**config.mk**
```make
export PLATFORM = sky130hd
export DESIGN_NAME = sram_host_ctrl
export DESIGN_NICKNAME = d
export VERILOG_FILES = /design/src/sram_ctrl_pkg.sv /design/src/sram_host_ctrl.sv
export SDC_FILE = /design/constraint.sdc
export NUM_CORES = 1
export LEC_CHECK = 0
export BUFFER_PORTS_ARGS = -buffer_cell sky130_fd_sc_hd__buf_2
export CAP_MARGIN = 15
export CORE_MARGIN = 3
export CORE_UTILIZATION = 48
export CTS_CLUSTER_SIZE = 12
export DETAILED_ROUTE_END_ITERATION = 12
export GPL_TIMING_DRIVEN = 0
export PLACE_DENSITY_LB_ADDON = 0.15
export SLEW_MARGIN = 20
export SYNTH_ARGS = -nofsm -noshare
export SYNTH_HDL_FRONTEND = slang
export SYNTH_SLANG_ARGS = --single-unit
export TNS_END_PERCENT = 50
```
**constraint.sdc**
```tcl
create_clock -name sys_clk -period 2.39 [get_ports sys_clk]
set_input_delay 0.239 -clock sys_clk [delete_from_list [all_inputs] [get_ports sys_clk]]
set_output_delay 0.239 -clock sys_clk [all_outputs]
set_load 0.05 [all_outputs]
```
**src/sram_ctrl_pkg.sv**
```systemverilog
package sram_ctrl_pkg;

    localparam int ADDR_W = 15;
    localparam int DATA_W = 9;
    localparam int WORDS  = 32768;

    // timing figures in ns, slower speed grade
    localparam int CLK_PERIOD_NS = 8;
    localparam int T_RC_NS       = 35;  // read cycle, address access
    localparam int T_WP_NS       = 20;  // write pulse width
    localparam int T_AS_NS       = 0;   // address setup before strobe low
    localparam int T_DH_NS       = 0;   // data hold after strobe high
    localparam int T_OHZ_NS      = 15;  // output disable to high z

    // least times round up; setup and hold never below one cycle
    localparam int RD_CYC  = (T_RC_NS + CLK_PERIOD_NS - 1) / CLK_PERIOD_NS;
    localparam int WP_CYC  = (T_WP_NS + CLK_PERIOD_NS - 1) / CLK_PERIOD_NS;
    localparam int AS_CYC  = (T_AS_NS + CLK_PERIOD_NS - 1) / CLK_PERIOD_NS < 1 ? 1 :
                             (T_AS_NS + CLK_PERIOD_NS - 1) / CLK_PERIOD_NS;
    localparam int DH_CYC  = (T_DH_NS + CLK_PERIOD_NS - 1) / CLK_PERIOD_NS < 1 ? 1 :
                             (T_DH_NS + CLK_PERIOD_NS - 1) / CLK_PERIOD_NS;
    localparam int OHZ_CYC = (T_OHZ_NS + CLK_PERIOD_NS - 1) / CLK_PERIOD_NS;

    localparam int CNT_W = 4;

    typedef enum logic [2:0] {
        ST_IDLE,
        ST_RD_WAIT,
        ST_RD_TURN,
        ST_WR_SETUP,
        ST_WR_PULSE,
        ST_WR_HOLD
    } state_e;

endpackage

```
**src/sram_host_ctrl.sv**
```systemverilog
`timescale 1ns/1ps

module sram_host_ctrl #(
    parameter int AW = sram_ctrl_pkg::ADDR_W,
    parameter int DW = sram_ctrl_pkg::DATA_W
) (
    input  wire logic          sys_clk,
    input  wire logic          sys_rst,
    // user side
    input  wire logic          reqValid,
    output logic               reqReady,
    input  wire logic          reqWrite,
    input  wire logic [AW-1:0] reqAddr,
    input  wire logic [DW-1:0] reqData,
    output logic               rspValid,
    output logic [DW-1:0]      rspData,
    // memory pins
    output logic [AW-1:0]      memAddr,
    output logic               selectLowActive_n,
    output logic               selectHighActive,
    output logic               outEnable_n,
    output logic               writeStrobe_n,
    input  wire logic [DW-1:0] dqIn,
    output logic [DW-1:0]      dqOut,
    output logic               dqOe_n
);

    // counter width, kept short so the casts below stay readable
    localparam int CW = sram_ctrl_pkg::CNT_W;

    // sequencer state and the phase counter
    sram_ctrl_pkg::state_e                     state_reg, state_next;
    logic [sram_ctrl_pkg::CNT_W-1:0]           cnt_reg, cnt_next;

    // copy of the request, held for the whole access so no pin moves mid-cycle
    logic [AW-1:0]                             addr_reg, addr_next;
    logic [DW-1:0]                             wdata_reg, wdata_next;
    logic [DW-1:0]                             rdata_reg, rdata_next;
    logic                                      rspValid_reg, rspValid_next;

    // pin levels, active high inside and inverted only at the pins
    logic                                      sel_reg, sel_next;
    logic                                      oe_reg, oe_next;
    logic                                      we_reg, we_next;
    logic                                      drive_reg, drive_next;

    // phase lengths as counter loads; every least time is rounded up,
    // so a phase may run long, by a whole cycle for the 0 ns setup and hold, but never short
    localparam logic [CW-1:0] RD_N  = CW'(sram_ctrl_pkg::RD_CYC);
    localparam logic [CW-1:0] WP_N  = CW'(sram_ctrl_pkg::WP_CYC);
    localparam logic [CW-1:0] AS_N  = CW'(sram_ctrl_pkg::AS_CYC);
    localparam logic [CW-1:0] DH_N  = CW'(sram_ctrl_pkg::DH_CYC);
    localparam logic [CW-1:0] OHZ_N = CW'(sram_ctrl_pkg::OHZ_CYC);

    // accept new work only when idle and the bus has turned round
    // a request that arrives mid-access simply waits; nothing is dropped
    assign reqReady = (state_reg == sram_ctrl_pkg::ST_IDLE);

    // sequencer: every access selects, waits, then deselects before the next
    // dropping the selects between words costs a cycle each, but every access
    // then starts with the strobe high and a settled address
    always_comb begin
        // hold everything unless a state says otherwise; the answer is a pulse
        state_next    = state_reg;
        cnt_next      = cnt_reg;
        addr_next     = addr_reg;
        wdata_next    = wdata_reg;
        rdata_next    = rdata_reg;
        rspValid_next = 1'b0;
        sel_next      = sel_reg;
        oe_next       = oe_reg;
        we_next       = we_reg;
        drive_next    = drive_reg;
        case (state_reg)
            // idle: capture the whole request so the pins stay put for the access
            sram_ctrl_pkg::ST_IDLE: begin
                if (reqValid) begin
                    addr_next  = reqAddr;              // strobe is high here
                    wdata_next = reqData;              // ninth bit passed as is
                    sel_next   = 1'b1;                 // both selects together
                    // direction is picked once, at the take
                    if (reqWrite) begin
                        oe_next    = 1'b0;             // memory not driving
                        drive_next = 1'b1;
                        cnt_next   = AS_N;
                        state_next = sram_ctrl_pkg::ST_WR_SETUP;
                    end else begin
                        oe_next    = 1'b1;             // strobe stays high
                        drive_next = 1'b0;             // host floats dq
                        cnt_next   = RD_N;
                        state_next = sram_ctrl_pkg::ST_RD_WAIT;
                    end
                end
            end

            // read: address, selects and enable stand for the full access time
            sram_ctrl_pkg::ST_RD_WAIT: begin
                if (cnt_reg == 4'h1) begin
                    rdata_next    = dqIn;              // sampled after full access time
                    rspValid_next = 1'b1;
                    sel_next      = 1'b0;              // deselect floats memory
                    oe_next       = 1'b0;
                    cnt_next      = OHZ_N;
                    state_next    = sram_ctrl_pkg::ST_RD_TURN;
                end else begin
                    cnt_next = cnt_reg - 4'h1;
                end
            end

            sram_ctrl_pkg::ST_RD_TURN: begin
                // wait out the memory's float time before anyone drives dq
                if (cnt_reg == 4'h1) begin
                    state_next = sram_ctrl_pkg::ST_IDLE;
                end else begin
                    cnt_next = cnt_reg - 4'h1;
                end
            end

            // write setup: selects, address and data settle before the strobe falls
            sram_ctrl_pkg::ST_WR_SETUP: begin
                if (cnt_reg == 4'h1) begin
                    we_next    = 1'b1;                 // strobe falls after selects
                    cnt_next   = WP_N;
                    state_next = sram_ctrl_pkg::ST_WR_PULSE;
                end else begin
                    cnt_next = cnt_reg - 4'h1;
                end
            end

            // write pulse: strobe low for at least the least pulse width
            sram_ctrl_pkg::ST_WR_PULSE: begin
                if (cnt_reg == 4'h1) begin
                    we_next    = 1'b0;                 // strobe rise ends the write
                    cnt_next   = DH_N;
                    state_next = sram_ctrl_pkg::ST_WR_HOLD;
                end else begin
                    cnt_next = cnt_reg - 4'h1;
                end
            end

            sram_ctrl_pkg::ST_WR_HOLD: begin
                // data and address held past the terminating edge
                if (cnt_reg == 4'h1) begin
                    sel_next      = 1'b0;
                    drive_next    = 1'b0;
                    rspValid_next = 1'b1;
                    state_next    = sram_ctrl_pkg::ST_IDLE;
                end else begin
                    cnt_next = cnt_reg - 4'h1;
                end
            end

            // unused codes fall back to idle with every pin released
            default: begin
                state_next = sram_ctrl_pkg::ST_IDLE;
                sel_next   = 1'b0;
                oe_next    = 1'b0;
                we_next    = 1'b0;
                drive_next = 1'b0;
            end
        endcase
    end

    // registers only; pins come straight from flops, no glitches
    // reset parks the bus: selects off, strobe and enable high, dq released
    always_ff @(posedge sys_clk) begin
        if (sys_rst) begin
            state_reg    <= sram_ctrl_pkg::ST_IDLE;
            cnt_reg      <= 4'h0;
            addr_reg     <= '0;
            wdata_reg    <= '0;
            rdata_reg    <= '0;
            rspValid_reg <= 1'b0;
            sel_reg      <= 1'b0;
            oe_reg       <= 1'b0;
            we_reg       <= 1'b0;
            drive_reg    <= 1'b0;
        end else begin
            state_reg    <= state_next;
            cnt_reg      <= cnt_next;
            addr_reg     <= addr_next;
            wdata_reg    <= wdata_next;
            rdata_reg    <= rdata_next;
            rspValid_reg <= rspValid_next;
            sel_reg      <= sel_next;
            oe_reg       <= oe_next;
            we_reg       <= we_next;
            drive_reg    <= drive_next;
        end
    end

    // pin mapping, 15 address and 9 data bits
    assign memAddr           = addr_reg;
    assign selectLowActive_n = ~sel_reg;
    assign selectHighActive  = sel_reg;
    assign outEnable_n       = ~oe_reg;
    assign writeStrobe_n     = ~we_reg;                // low writes, high reads
    assign dqOut             = wdata_reg;
    assign dqOe_n            = ~drive_reg;             // low while host drives dq

    // answer to the user side, also straight from flops
    assign rspValid          = rspValid_reg;
    assign rspData           = rdata_reg;

endmodule

```
# Word-level counts from Yosys, hierarchy flattened
# Cells that the tools add are included.
op_classes:
  add_sub_neg: 1
  n_eq_ne: 14
  muxes: 26
  bitwise_logic: 9
  reduce_logical: 17
op_table:
  columns: ["op", "n"]
  rows:
  - ["2-to-1 mux 4 bit", 5]
  - ["case mux 4 bit (5 select lines)", 1]
  - ["2-to-1 mux 3 bit", 6]
  - ["case mux 3 bit (5 select lines)", 1]
  - ["AND reduction 3 bit", 5]
  - ["!= test 2 bit, second input constant", 6]
  - ["case mux 1 bit (3 select lines)", 4]
  - ["OR reduction 4 bit", 3]
  - ["NOT 1 bit", 9]
  - ["2-to-1 mux 1 bit", 8]
  - ["== test 3 x 2 -> 1 bit, second input constant", 2]
  - ["== test 3 bit, second input constant", 2]
  - ["OR reduction 2 bit", 3]
  - ["AND reduction 5 bit", 1]
  - ["nonzero test 5 bit", 1]
  - ["== test 4 x 1 -> 1 bit, second input constant", 1]
  - ["!= test 2 x 1 -> 1 bit, second input constant", 2]
  - ["AND reduction 2 bit", 2]
  - ["subtractor 4 x 1 -> 4 bit, second input constant", 1]
  - ["== test 3 x 1 -> 1 bit, second input constant", 1]
  - ["zero test 3 bit", 1]
  - ["OR reduction 3 bit", 1]
  - ["2-to-1 mux 2 bit", 1]
word_totals:
  ff_bits: 45
  input_bits: 37
  output_inout_bits: 40

# Logic depth before layout (Yosys ltp)
# Gate-level depths: netlist of the first run.
logic_depth:
  ltp_word: 4
  mapped_depth: 7
  mapped_depth_nobuf: 6

# Least setup slack after synthesis of the first run
# No wires, ideal clock.
synth_timing:
  kind: "register to register"
  start: "reg cnt_reg[0] (netlist name)"
  end: "reg oe_reg"
  setup_time_ps: 70
  arrival_time_ps: 1583
  t_required_ps: 2320
  path_slack_ps: 737
  path_stages_with_launch: 6
  path_buffers: 0
  synth_period_minus_slack_ps: 1653
  path_cell_list: "dfxtp_1 > ha_1 > or3b_4 > a31o_1 > or3_1 > a21oi_1"
synth_between:
  elab_chain_len: 3
synth_lines:
  columns: ["item", "line", "source"]
  rows:
  - ["start, declared", "sram_host_ctrl.sv:33", "logic [sram_ctrl_pkg::CNT_W-1:0] cnt_reg, cnt_next;"]
  - ["start signal, assigned", "sram_host_ctrl.sv:180", "cnt_reg <= cnt_next;"]
  - ["== test 4 x 1 -> 1 bit", "sram_host_ctrl.sv:98", "if (cnt_reg == 4'h1) begin"]
  - ["!= test 2 bit (no source line)", null, null]
  - ["AND reduction 3 bit (no source line)", null, null]
  - ["end signal, assigned", "sram_host_ctrl.sv:186", "oe_reg <= oe_next;"]
  - ["end, declared", "sram_host_ctrl.sv:43", "logic oe_reg, oe_next;"]
# Every way passes these cells.
# A chain may end at the register's enable or synchronous reset.

# Final worst setup path of the first run
layout_timing:
  start: "reg state_reg[2]"
  end: "out reqReady"
layout_between:
  elab_chain_len: 1
layout_lines:
  columns: ["item", "line", "source"]
  rows:
  - ["start, declared", "sram_host_ctrl.sv:32", "sram_ctrl_pkg::state_e state_reg, state_next;"]
  - ["start signal, assigned", "sram_host_ctrl.sv:168", "state_reg <= sram_ctrl_pkg::ST_IDLE;"]
  - ["start signal, assigned", "sram_host_ctrl.sv:179", "state_reg <= state_next;"]
  - ["zero test 3 bit", "sram_host_ctrl.sv:57", "assign reqReady = (state_reg == sram_ctrl_pkg::ST_IDLE);"]
  - ["end, declared", "sram_host_ctrl.sv:11", "output logic reqReady,"]
# Every way passes these cells.

==> summary.txt, run 1 <==
Clock network
  • CTS Buffer Depth: 2
  • CTS tree: done
  • Clk Latency, worst-skew pair: 0.29 ns
  • Cts repair resizes: 0
  • Post-CTS setup buffers: 0
  • # clock sinks: 45
  • Hold Buf Count CTS: 0
  • Root Buffer: clkbuf_8
  • Num CTS Buffers: 5
  • # H-tree levels: 2
  • Clk pin slew, worst setup/hold paths: 0.08 ns

Place
  • GPL Wtd Cong: 0.831
  • Cells after DPL: 367
  • DP HPWL: 3420 µm
  • PortBufs: 76

Final layout
  • # diodes: 0
  • Ratio of cells with drive above 1 in the final layout: 30.3%
  • Layout area overhead: 28.1%
  • Max reg flops: 15
  • Fill cells: 360
  • Fin nets: 366
  • Commonest non-fill, non-tap cells in the layout: 83 x buf_2, 66 x nand2_1, 45 x dfxtp_1
  • Finished Layout Cells: 375
  • Leading cell type in the layout, fill and taps excluded: buf_2

Outcome
  • Status: completed

Timing
  • Slew HR: 65.9%
  • Period utilization: 79.0%
  • Setup tns final: 0 ns
  • RSZ-0062 raised after global routing: no
  • Setup violators final: 0
  • Tmin final: 1.89 ns
  • Worst Max-Slew Pin Slew: 0.511 ns
  • Min Hold Slack: 0.173 ns
  • Fin. max-slew vios: 0
  • F_max: 529 MHz
  • Layout Skew: 0.00414 ns
  • Final hold violation count: 0

GRT
  • GR peak layer: met2
  • GRT Overall Usage: 19.8%
  • Met1 usage: 26.3%
  • Global route overflow: 0
  • Initial antenna violation count: 0
  • First-pass GRT wire length: 7970 µm
  • Routing usage on met3: 4.75%
  • Vias in the first global route: 1745
  • Met2 GRT Util: 31.5%
  • Pin count of the biggest net entering global routing: 15

Yosys
  • Yosys cell types: 42
  • FF+latch count, synth: 45
  • Yosys warns: 0
  • Cell count after synthesis: 243
  • Post-Syn Area per Cell: 8.07 µm²
  • Post-synth EDFFs: 0
  • Mapped Area: 1960 µm²
  • Ys async rst share: 0%
  • Synth Net Count: 283
  • Ys flop type: dfxtp_1
  • Sequential share of the synthesized area: 45.9%

Power
  • Combinational power share: 42.2%
  • Clock power frac: 21.7%
  • Sw Share: 41.2%
  • Pwr/cell area: 1040 nW/µm²
  • Leakage: 1.11 nW
  • Int Pwr: 1.53 mW
  • Seq pwr share: 36.2%
  • Switching power: 1.07 mW
  • VDD IR max: 428 µV

Flow run
  • # Max-Cap Violations: 0

Drt
  • WL final: 4670 µm
  • Initial DRC count: 99
  • Antenna-violating nets left: 0
  • Residual DRC: 0
  • Vias: 1918
  • Router iterations before antenna repair: 4
  • Routed WL per cell: 12.4 µm
  • Via-per-instance ratio: 5.11

Floorplan
  • Site Rows: 22
  • I/O pins: 77
  • Starting density of the core: 51.6%
  • Die area: 4890 µm²
  • Area of the core: 3800 µm²
  • Die width: 69.9 µm
  • Die Y-Extent: 69.9 µm

Worst setup path
  • Required time worst endpoint: 2.15 ns
  • WS Path Type: register to primary output
  • Critical Path AT: 1.65 ns
  • CP max FO: 8
  • Cells on worst reg2reg path: 5
  • Worst Setup End Kind: primary output
  • Critical Path Start Type: register

Min path
  • Worst Hold Class: primary input to register
  • Worst hold stages: 3
==> path summary, 6_finish.rpt <==
check | start | to | slack, ns
setup reg to reg | cnt_reg[0] | oe_reg | 0.60
hold reg to reg | rspData[6] | rspData[6] | 0.45
hold / removal | reqAddr[1] | memAddr[1] | 0.17
setup / recovery | state_reg[2] | reqReady | 0.50
==> cell type report <==
cell class	instances	area (µm²)	area share, %
Clock buffer	6	72.6	2.89
Inverter	9	33.8	1.34
Multi-Input combinational cell	172	938	37.4
Buffer	17	87.6	3.49
Timing Repair Buffer	76	380	15.1
Tap cell	48	60.1	2.39
Sequential cell	45	901	35.9
Clock inverter	2	38.8	1.54
==> logic make-up (layout without fill, tap and decap cells) <==
kind of cell             after synthesis  count (layout)  synth area share, %
flip-flops                            45              45                 45.9
buffers and inverters                 26             110                 6.19
AND/OR/NAND/NOR                      104             104                 24.5
adder cells (fa/ha/maj)                3               3                 1.91
AO/OA/AOI/OAI                         65              65                 21.4
==> power by group through the flow <==
stage               clock network, mW  registers [mW]  logic, mW
floorplan                           0            1.20      0.602
global placement                    0           0.956       1.08
detailed placement                  0           0.959       1.09
CTS                             0.583           0.941       1.10
global route                    0.620           0.962       1.19
finish                          0.564           0.941       1.10
==> critical path: stages, from the launching register on <==
cell and delay (ns):
dfxtp_1 0.32, buf_2 0.17, or3_1 0.47, inv_1 0.12, buf_2 0.28
==> per-stage QoR <==
| step | instance area [µm²] | util [%] | power (mW) | setup WS [ns] |
|---|---|---|---|---|
| final | 2510 | 66.1 | 2.60 | 0.501 |
| after global placement | 2400 | 63.2 | 2.04 | 0.623 |
| after global routing | 2510 | 66.1 | 2.77 | 0.407 |
| after detailed placement | 2400 | 63.2 | 2.05 | 0.616 |
| after CTS | 2510 | 66.1 | 2.62 | 0.497 |
| after floorplan | 1960 | - | 1.80 | 0.737 |
==> synth_stat cells (all sizes together) (4+ instances only) <==
cell type / count / area share [%]
a21oi: 41 / 10
buf: 9 / 2.9
clkbuf: 8 / 1.5
dfxtp: 45 / 46
inv: 9 / 1.7
nand2: 66 / 13
nand3: 9 / 2.3
nor2: 8 / 1.5
o21ai: 4 / 1.0
==> routing by layer <==
layer,vias to the layer above,routed length [µm]
li1,998,-
met1,864,2190
met2,52,2160
met3,4,269
met4,0,47
met5,-,0
No activity file was read; power rests on OpenSTA's default activity.
==> run 2, diff against run 1 <==
Settings changed: ABC_AREA set to 1, CORE_UTILIZATION 48 to 49.
Clock period 2.39 ns to 1.9 ns, I/O delays scaled along.
==> run 2 against run 1 <==
  * Combinational power increased by 140%
  * Setup slack got worse by 0.13 ns
  * Via count increased by 3.7%
  * Sequential share of layout area decreased by 2.9 points
  * Clock skew increased by 0.0018 ns
  * Synthesized area increased by 11%
  * Highest routed layer unchanged
==> summary.txt, run 2 <==
Floorplan
  • Die width: 72.8 µm (+4.1%)
  • Starting density of the core: 52.7% (+1.1 points)
  • Die area: 5300 µm² (+8.3%)
  • Area of the core: 4140 µm² (+9.1%)
  • Die Y-Extent: 72.8 µm (+4.1%)
  • I/O pins: 77 (unchanged)
  • Site Rows: 23 (+4.5%)

Place
  • Post-DP Area: 2630 µm² (+9.4%)
  • Cells after DPL: 409 (+11%)
  • Place WS: 0.438 ns (-0.178 ns)
  • GPL Wtd Cong: 0.904 (+8.8%)
  • PortBufs: 76 (unchanged)
  • DP HPWL: 3520 µm (+2.7%)

Flow run
  • # Max-Cap Violations: 0 (unchanged)

Final layout
  • Leading cell type in the layout, fill and taps excluded: buf_2
  • Post-route cell area: 2730 µm² (+8.8%)
  • Finished Layout Cells: 417 (+11%)
  • Fin nets: 406 (+11%)
  • Layout area overhead: 25.1%
  • Ratio of cells with drive above 1 in the final layout: 40.1% (+9.8 points)
  • Max reg flops: 15 (unchanged)
  • Commonest non-fill, non-tap cells in the layout: 77 x buf_2, 75 x nand2_1, 45 x dfxtp_1
  • Fill cells: 380 (+5.6%)
  • # diodes: 0 (unchanged)

Worst setup path
  • Worst Setup EP: reqReady
  • Critical Path Start Type: register
  • R2R Path End: cnt_reg[3]
  • Required time worst endpoint: 1.71 ns (-0.44 ns)
  • Cells on worst reg2reg path: 7 (+2)
  • CP max FO: 6 (-2)
  • Reg2reg setup slack: 0.42 ns (-0.18 ns)
  • WS Path Type: register to primary output
  • Crit path launch: state_reg[1]
  • Critical Path AT: 1.34 ns (-0.31 ns)
  • Worst Setup End Kind: primary output
  • Reg2Reg Launch Point: cnt_reg[0]

Clock network
  • Clk Latency, worst-skew pair: 0.30 ns (about the same)
  • Hold Buf Count CTS: 0 (unchanged)
  • Clk pin slew, worst setup/hold paths: 0.09 ns (about the same)
  • Num CTS Buffers: 5 (unchanged)
  • CTS tree: done
  • Cts repair resizes: 0 (unchanged)
  • Root Buffer: clkbuf_8
  • CTS Buffer Depth: 2 (unchanged)
  • # clock sinks: 45 (unchanged)
  • Post-CTS setup buffers: 0 (unchanged)
  • # H-tree levels: 2 (unchanged)

Timing
  • Worst Max-Slew Pin Slew: 0.728 ns (+0.216 ns)
  • Slew HR: 51.5% (-14 points)
  • Layout Skew: 0.00589 ns (+0.00175 ns)
  • Post-route worst setup slack: 0.367 ns (-0.135 ns)
  • Setup tns final: 0 ns (unchanged)
  • RSZ-0062 raised after global routing: no
  • Setup violators final: 0 (unchanged)
  • Period utilization: 80.7%
  • Tmin final: 1.53 ns
  • Fin. max-slew vios: 0 (unchanged)
  • F_max: 652 MHz
  • Final hold violation count: 0 (unchanged)

Yosys
  • Synth Area in Simple Gates: 33.3% (+8.8 points)
  • Most common cell in the synthesized netlist: nand2_1
  • Adder-cell area share of the yosys netlist: 1.72% (-0.20 points)
  • Yosys cell types: 29 (-31%)
  • Synth Net Count: 323 (+14%)
  • Cell taking the most area after synthesis: dfxtp_1
  • FF+latch count, synth: 45 (unchanged)
  • Post-Syn Area per Cell: 7.72 µm² (-4.3%)
  • Main combinational cell family by area after synthesis: simple AND/OR/NAND/NOR gates
  • Commonest cells post-synth: 75 x nand2_1, 45 x dfxtp_1, 34 x nor2_1
  • Cell count after synthesis: 283 (+16%)
  • Mux contribution to synthesized area: 0% (unchanged)
  • Ys async rst share: 0% (unchanged)
  • Mapped Area: 2180 µm² (+11%)
  • Yosys warns: 0 (unchanged)
  • Post-synthesis compound-gate area fraction: 13.5% (-8.0 points)
  • XOR/XNOR share of the synthesized area: 0.401% (+0.40 points)
  • Top-area cell type share of the netlist area: 41.2% (-4.7 points)
  • Ys flop type: dfxtp_1
  • Synth area leaders: dfxtp_1 41%, nand2_1 13%, a21oi_2 6.8%, nor2_1 5.8%, nand2_2 5.2%
  • Post-synth EDFFs: 0 (unchanged)
  • Sequential share of the synthesized area: 41.2% (-4.7 points)

GRT
  • GRT Overall Usage: 18.8% (-0.96 points)
  • Pin count of the biggest net entering global routing: 15 (unchanged)
  • Global route overflow: 0 (unchanged)
  • Initial antenna violation count: 0 (unchanged)
  • Vias in the first global route: 1834 (+5.1%)
  • First-pass GRT wire length: 7950 µm (-0.26%)

Power
  • Pwr/cell area: 1690 nW/µm² (+63%)
  • Clock power frac: 14.6% (-7.1 points)
  • Leakage: 1.32 nW (+19%)
  • Int Pwr: 2.31 mW (+51%)
  • Seq pwr share: 28.9% (-7.3 points)
  • Sw Share: 50.0% (+8.7 points)
  • Switching power: 2.31 mW (+120%)
  • VDD IR max: 855 µV (+100%)
  • Combinational power share: 56.5% (+14 points)

Drt
  • Router iterations before antenna repair: 4 (unchanged)
  • Routed WL per cell: 11.4 µm (-8.6%)
  • WL final: 4740 µm (+1.6%)
  • Antenna-violating nets left: 0 (unchanged)
  • Via-per-instance ratio: 4.77 (-6.7%)
  • Vias: 1989 (+3.7%)
  • Initial DRC count: 82 (-17%)
  • Residual DRC: 0 (unchanged)

Min path
  • Worst Hold Class: primary input to register

Outcome
  • Status: completed
[run 2: changes by cell type after synthesis, sizes merged, moves of 5 or more]
cell and delta:
o21ai +8, a21oi -7, nor2 +32, inv +16, clkbuf -5, nand2 +30
[run 2: metal layers]
metal / global-route usage [%] / share of wire (%) / vias to the layer above / routed length, µm
met5: 0 / 0 / - / 0
li1: - / - / 1052 / -
met2: 30.7 / 47 / 49 / 2230
met4: 6.35 / 1.2 / 0 / 57
met3: 5.92 / 6.7 / 7 / 318
met1: 23.5 / 45 / 881 / 2140
[run 2: cell type report]
type	instances	area [µm²]	area share (%)
tap	50	62.6	2.29
clock inverter	1	8.76	0.321
buffer	10	104	3.80
sequential	45	901	33.0
timing repair buffer	76	380	13.9
multi-input combinational	202	1070	39.1
clock buffer	7	96.3	3.53
inverter	26	113	4.12
[run 2: worst max-delay path: stages (launching register included)]
cell and delay [ns]:
dfxtp_1 0.39, inv_2 0.16, nand2_4 0.08, nor2_8 0.12, buf_2 0.28
[run 2: logic make-up after synthesis]
group / after synthesis
flip-flops: 45
XOR/XNOR: 1
buffers and inverters: 36
AND/OR/NAND/NOR: 152
adder cells (fa/ha/maj): 3
AO/OA/AOI/OAI: 46
[run 2: worst min path at each step]
| stage | startpoint | to | slack, ns | cells after the start |
|---|---|---|---|---|
| after global placement | dqIn[5] | rspData[5] | 0.44 | 3 |
| after CTS | reqAddr[3] | memAddr[3] | 0.11 | 3 |
| after detailed placement | reqData[0] | dqOut[0] | 0.44 | 3 |
| after floorplan | reqData[4] | dqOut[4] | 0.33 | 2 |
| final | reqData[7] | dqOut[7] | 0.12 | 3 |
| after global routing | reqAddr[0] | memAddr[0] | 0.11 | 3 |
[run 2: per-stage QoR]
stage / util (%) / power (mW) / hold WS, ns
2_1_floorplan: - / 3.47 / 0.326
3_3_place_gp: 63.4 / 3.94 / 0.437
3_5_place_dp: 63.4 / 3.97 / 0.442
4_1_cts: 65.9 / 4.66 / 0.113
5_1_grt: 65.9 / 4.99 / 0.113
6_report: 65.9 / 4.62 / 0.121
[run 2: power groups by stage]
stage          sequential (mW)  clock (mW)  combinational [mW]
6_report                  1.34       0.675                2.61
5_1_grt                   1.36       0.734                2.89
4_1_cts                   1.33       0.695                2.63
3_5_place_dp              1.35           0                2.62
3_3_place_gp              1.34           0                2.60
2_1_floorplan             1.84           0                1.63
==> run 3, diff against run 2 <==
Settings changed: ABC_AREA 1 to 0, CORE_UTILIZATION 49 to 43.
Clock period 1.9 ns to 1.3 ns, I/O delays scaled along.
==> run 3 against run 2 <==
  * The run now ends with negative setup slack left
  * Worst hold slack worse by 0.070 ns
  * Clock skew is 0.00091 ns higher
  * Count of clock-buffer cells in the layout is 1 lower
  * Global-route usage is 0.38 points higher
  * Critical path depth is 3 higher
  * Setup slack worse by 0.72 ns
  * Non-clock buffer count is 19 higher
==> summary.txt, run 3 (synthesis gave the netlist of run 1 again) <==
Clock network
  • Hold Buf Count CTS: 0 (unchanged)
  • Num CTS Buffers: 5 (unchanged)
  • Root Buffer: clkbuf_8
  • CTS tree: done
  • CTS Buffer Depth: 2 (unchanged)
  • # H-tree levels: 2 (unchanged)
  • Clk Latency, worst-skew pair: 0.30 ns (about the same)
  • # clock sinks: 45 (unchanged)
  • Clk pin slew, worst setup/hold paths: 0.09 ns (about the same)

Place
  • GPL Wtd Cong: 0.880 (-2.7%)
  • DP HPWL: 3560 µm (+1.3%)
  • Post-DP Area: 2420 µm² (-7.8%)
  • Place WS: -0.372 ns (-0.811 ns)
  • PortBufs: 76 (unchanged)

Drt
  • Via-per-instance ratio: 5.22 (+9.5%)
  • Router iterations before antenna repair: 4 (unchanged)
  • Vias: 2032 (+2.2%)
  • Residual DRC: 0 (unchanged)
  • Initial DRC count: 86 (+4.9%)
  • Antenna-violating nets left: 0 (unchanged)
  • Routed WL per cell: 13.8 µm (+22%)
  • WL final: 5390 µm (+14%)

Timing
  • Post-route worst setup slack: -0.356 ns (-0.723 ns)
  • Worst Max-Slew Pin Slew: 0.601 ns (-0.126 ns)
  • Setup tns final: -5.31 ns (-5.31 ns)
  • RSZ-0062 raised after global routing: yes
  • Slew HR: 59.9% (+8.4 points)
  • Fin. max-slew vios: 0 (unchanged)
  • Period utilization: 127%
  • F_max: 604 MHz
  • Layout Skew: 0.00680 ns (+0.000910 ns)
  • Final hold violation count: 0 (unchanged)
  • Setup violators final: 42 (+42)
  • Tmin final: 1.66 ns

Power
  • Pwr/cell area: 1900 nW/µm² (+12%)
  • Leakage: 1.22 nW (-7.4%)
  • VDD IR max: 869 µV (+1.6%)

GRT
  • Pin count of the biggest net entering global routing: 15 (unchanged)
  • Vias in the first global route: 1795 (-2.1%)
  • First-pass GRT wire length: 8160 µm (+2.7%)
  • Initial antenna violation count: 0 (unchanged)
  • GRT Overall Usage: 19.2% (+0.38 points)
  • Global route overflow: 0 (unchanged)

Worst setup path
  • CP max FO: 8 (+2)
  • Required time worst endpoint: 1.51 ns (-0.20 ns)
  • Critical path, cell by cell: inv_2 > ha_4 > nor4bb_4 > buf_6 > o32a_1 > o211a_1 > o32ai_2
  • Crit path max-delay cell type: dfxtp_2
  • Largest stage delay, worst path: 0.35 ns (-0.04 ns)
  • Worst Setup End Kind: register
  • Reg2reg setup slack: -0.36 ns (-0.78 ns)
  • WS Path Type: register to register
  • Critical Path Start Type: register
  • Critical Path AT: 1.87 ns (+0.53 ns)

Min path
  • Worst Hold Class: primary input to register

Floorplan
  • Die area: 5410 µm² (+2.1%)
  • Area of the core: 4200 µm² (+1.4%)
  • Die Y-Extent: 73.5 µm (+1.0%)
  • I/O pins: 77 (unchanged)
  • Die width: 73.5 µm (+1.0%)
  • Starting density of the core: 46.7% (-6.1 points)
  • Site Rows: 23 (unchanged)

Final layout
  • Storage cell area: 912 µm² (+1.3%)
  • Fill cells: 362 (-4.7%)
  • Layout area overhead: 44.4%
  • # diodes: 0 (unchanged)
  • Max reg flops: 15 (unchanged)
  • Leading cell type in the layout, fill and taps excluded: buf_2
  • End-of-flow core utilization: 67.4% (+1.4 points)
  • Fin nets: 378 (-6.9%)
  • Footprint of the multi-input gates: 1070 µm² (+0.12%)
  • Commonest non-fill, non-tap cells in the layout: 76 x buf_2, 62 x nand2_1, 38 x dfxtp_1
  • Ratio of cells with drive above 1 in the final layout: 43.7% (+3.6 points)
  • Post-route cell area: 2830 µm² (+3.6%)

Flow run
  • # Max-Cap Violations: 0 (unchanged)

Outcome
  • Failing checks: negative setup slack
  • Status: complete, but fails checks
## run 3: metrics by stage
step | total power, mW | cells | hold WS (ns)
final | 5.37 | 389 | 0.0513
after floorplan | 3.35 | 243 | 0.266
after detailed placement | 3.82 | 369 | 0.375
after global routing | 5.66 | 389 | 0.0560
after global placement | 3.79 | 369 | 0.372
after CTS | 5.09 | 383 | 0.0504
## run 3: cell type report
cell class	instances	area share, %
timing repair buffer	88	17.7
sequential	45	32.2
tap	50	2.21
buffer	17	4.86
multi-input combinational	172	37.8
clock buffer	6	2.56
inverter	9	1.33
clock inverter	2	1.37
## run 3: worst max-delay path: cells and delay by family (launching register included)
kind / cells / cell delay [ns]
adder cells (fa/ha/maj): 1 / 0.17
flip-flops: 1 / 0.35
AND/OR/NAND/NOR: 1 / 0.15
buffers and inverters: 2 / 0.20
AO/OA/AOI/OAI: 3 / 0.71
## run 3: power breakdown
| group | leakage (nW) | switching [mW] | total (mW) | internal, mW |
|---|---|---|---|---|
| registers | 0.371 | 0.169 | 1.77 | 1.60 |
| clock network | 0.0554 | 0.484 | 1.06 | 0.577 |
| logic | 0.794 | 1.54 | 2.54 | 0.995 |
| total | 1.22 | 2.19 | 5.37 | 3.17 |
## run 3: final timing paths
kind | to | startpoint | depth (start not counted)
worst min register to register | rspData[7] | rspData[7] | 2
worst max-delay path | cnt_reg[2] | cnt_reg[1] | 7
worst max register to register | cnt_reg[2] | cnt_reg[1] | 7
worst min-delay path | memAddr[1] | reqAddr[1] | 3
## run 3: metal layers
metal  vias to the layer above  wire length, µm  GRT usage [%]
met5                         -                0              0
met4                         0               65           5.23
met3                         8              424           5.20
met2                        78             2610           31.8
met1                       922             2290           24.5
li1                       1024                -              -
## run 3: timing repair
| item | in CTS | in global routing |
|---|---|---|
| endpoints found under the setup margin | 45 | 43 |
| buffers inserted | 4 | 6 |
| cloned | 2 | 0 |
| pin swaps | 2 | 3 |
| resized for setup | 22 | 42 |
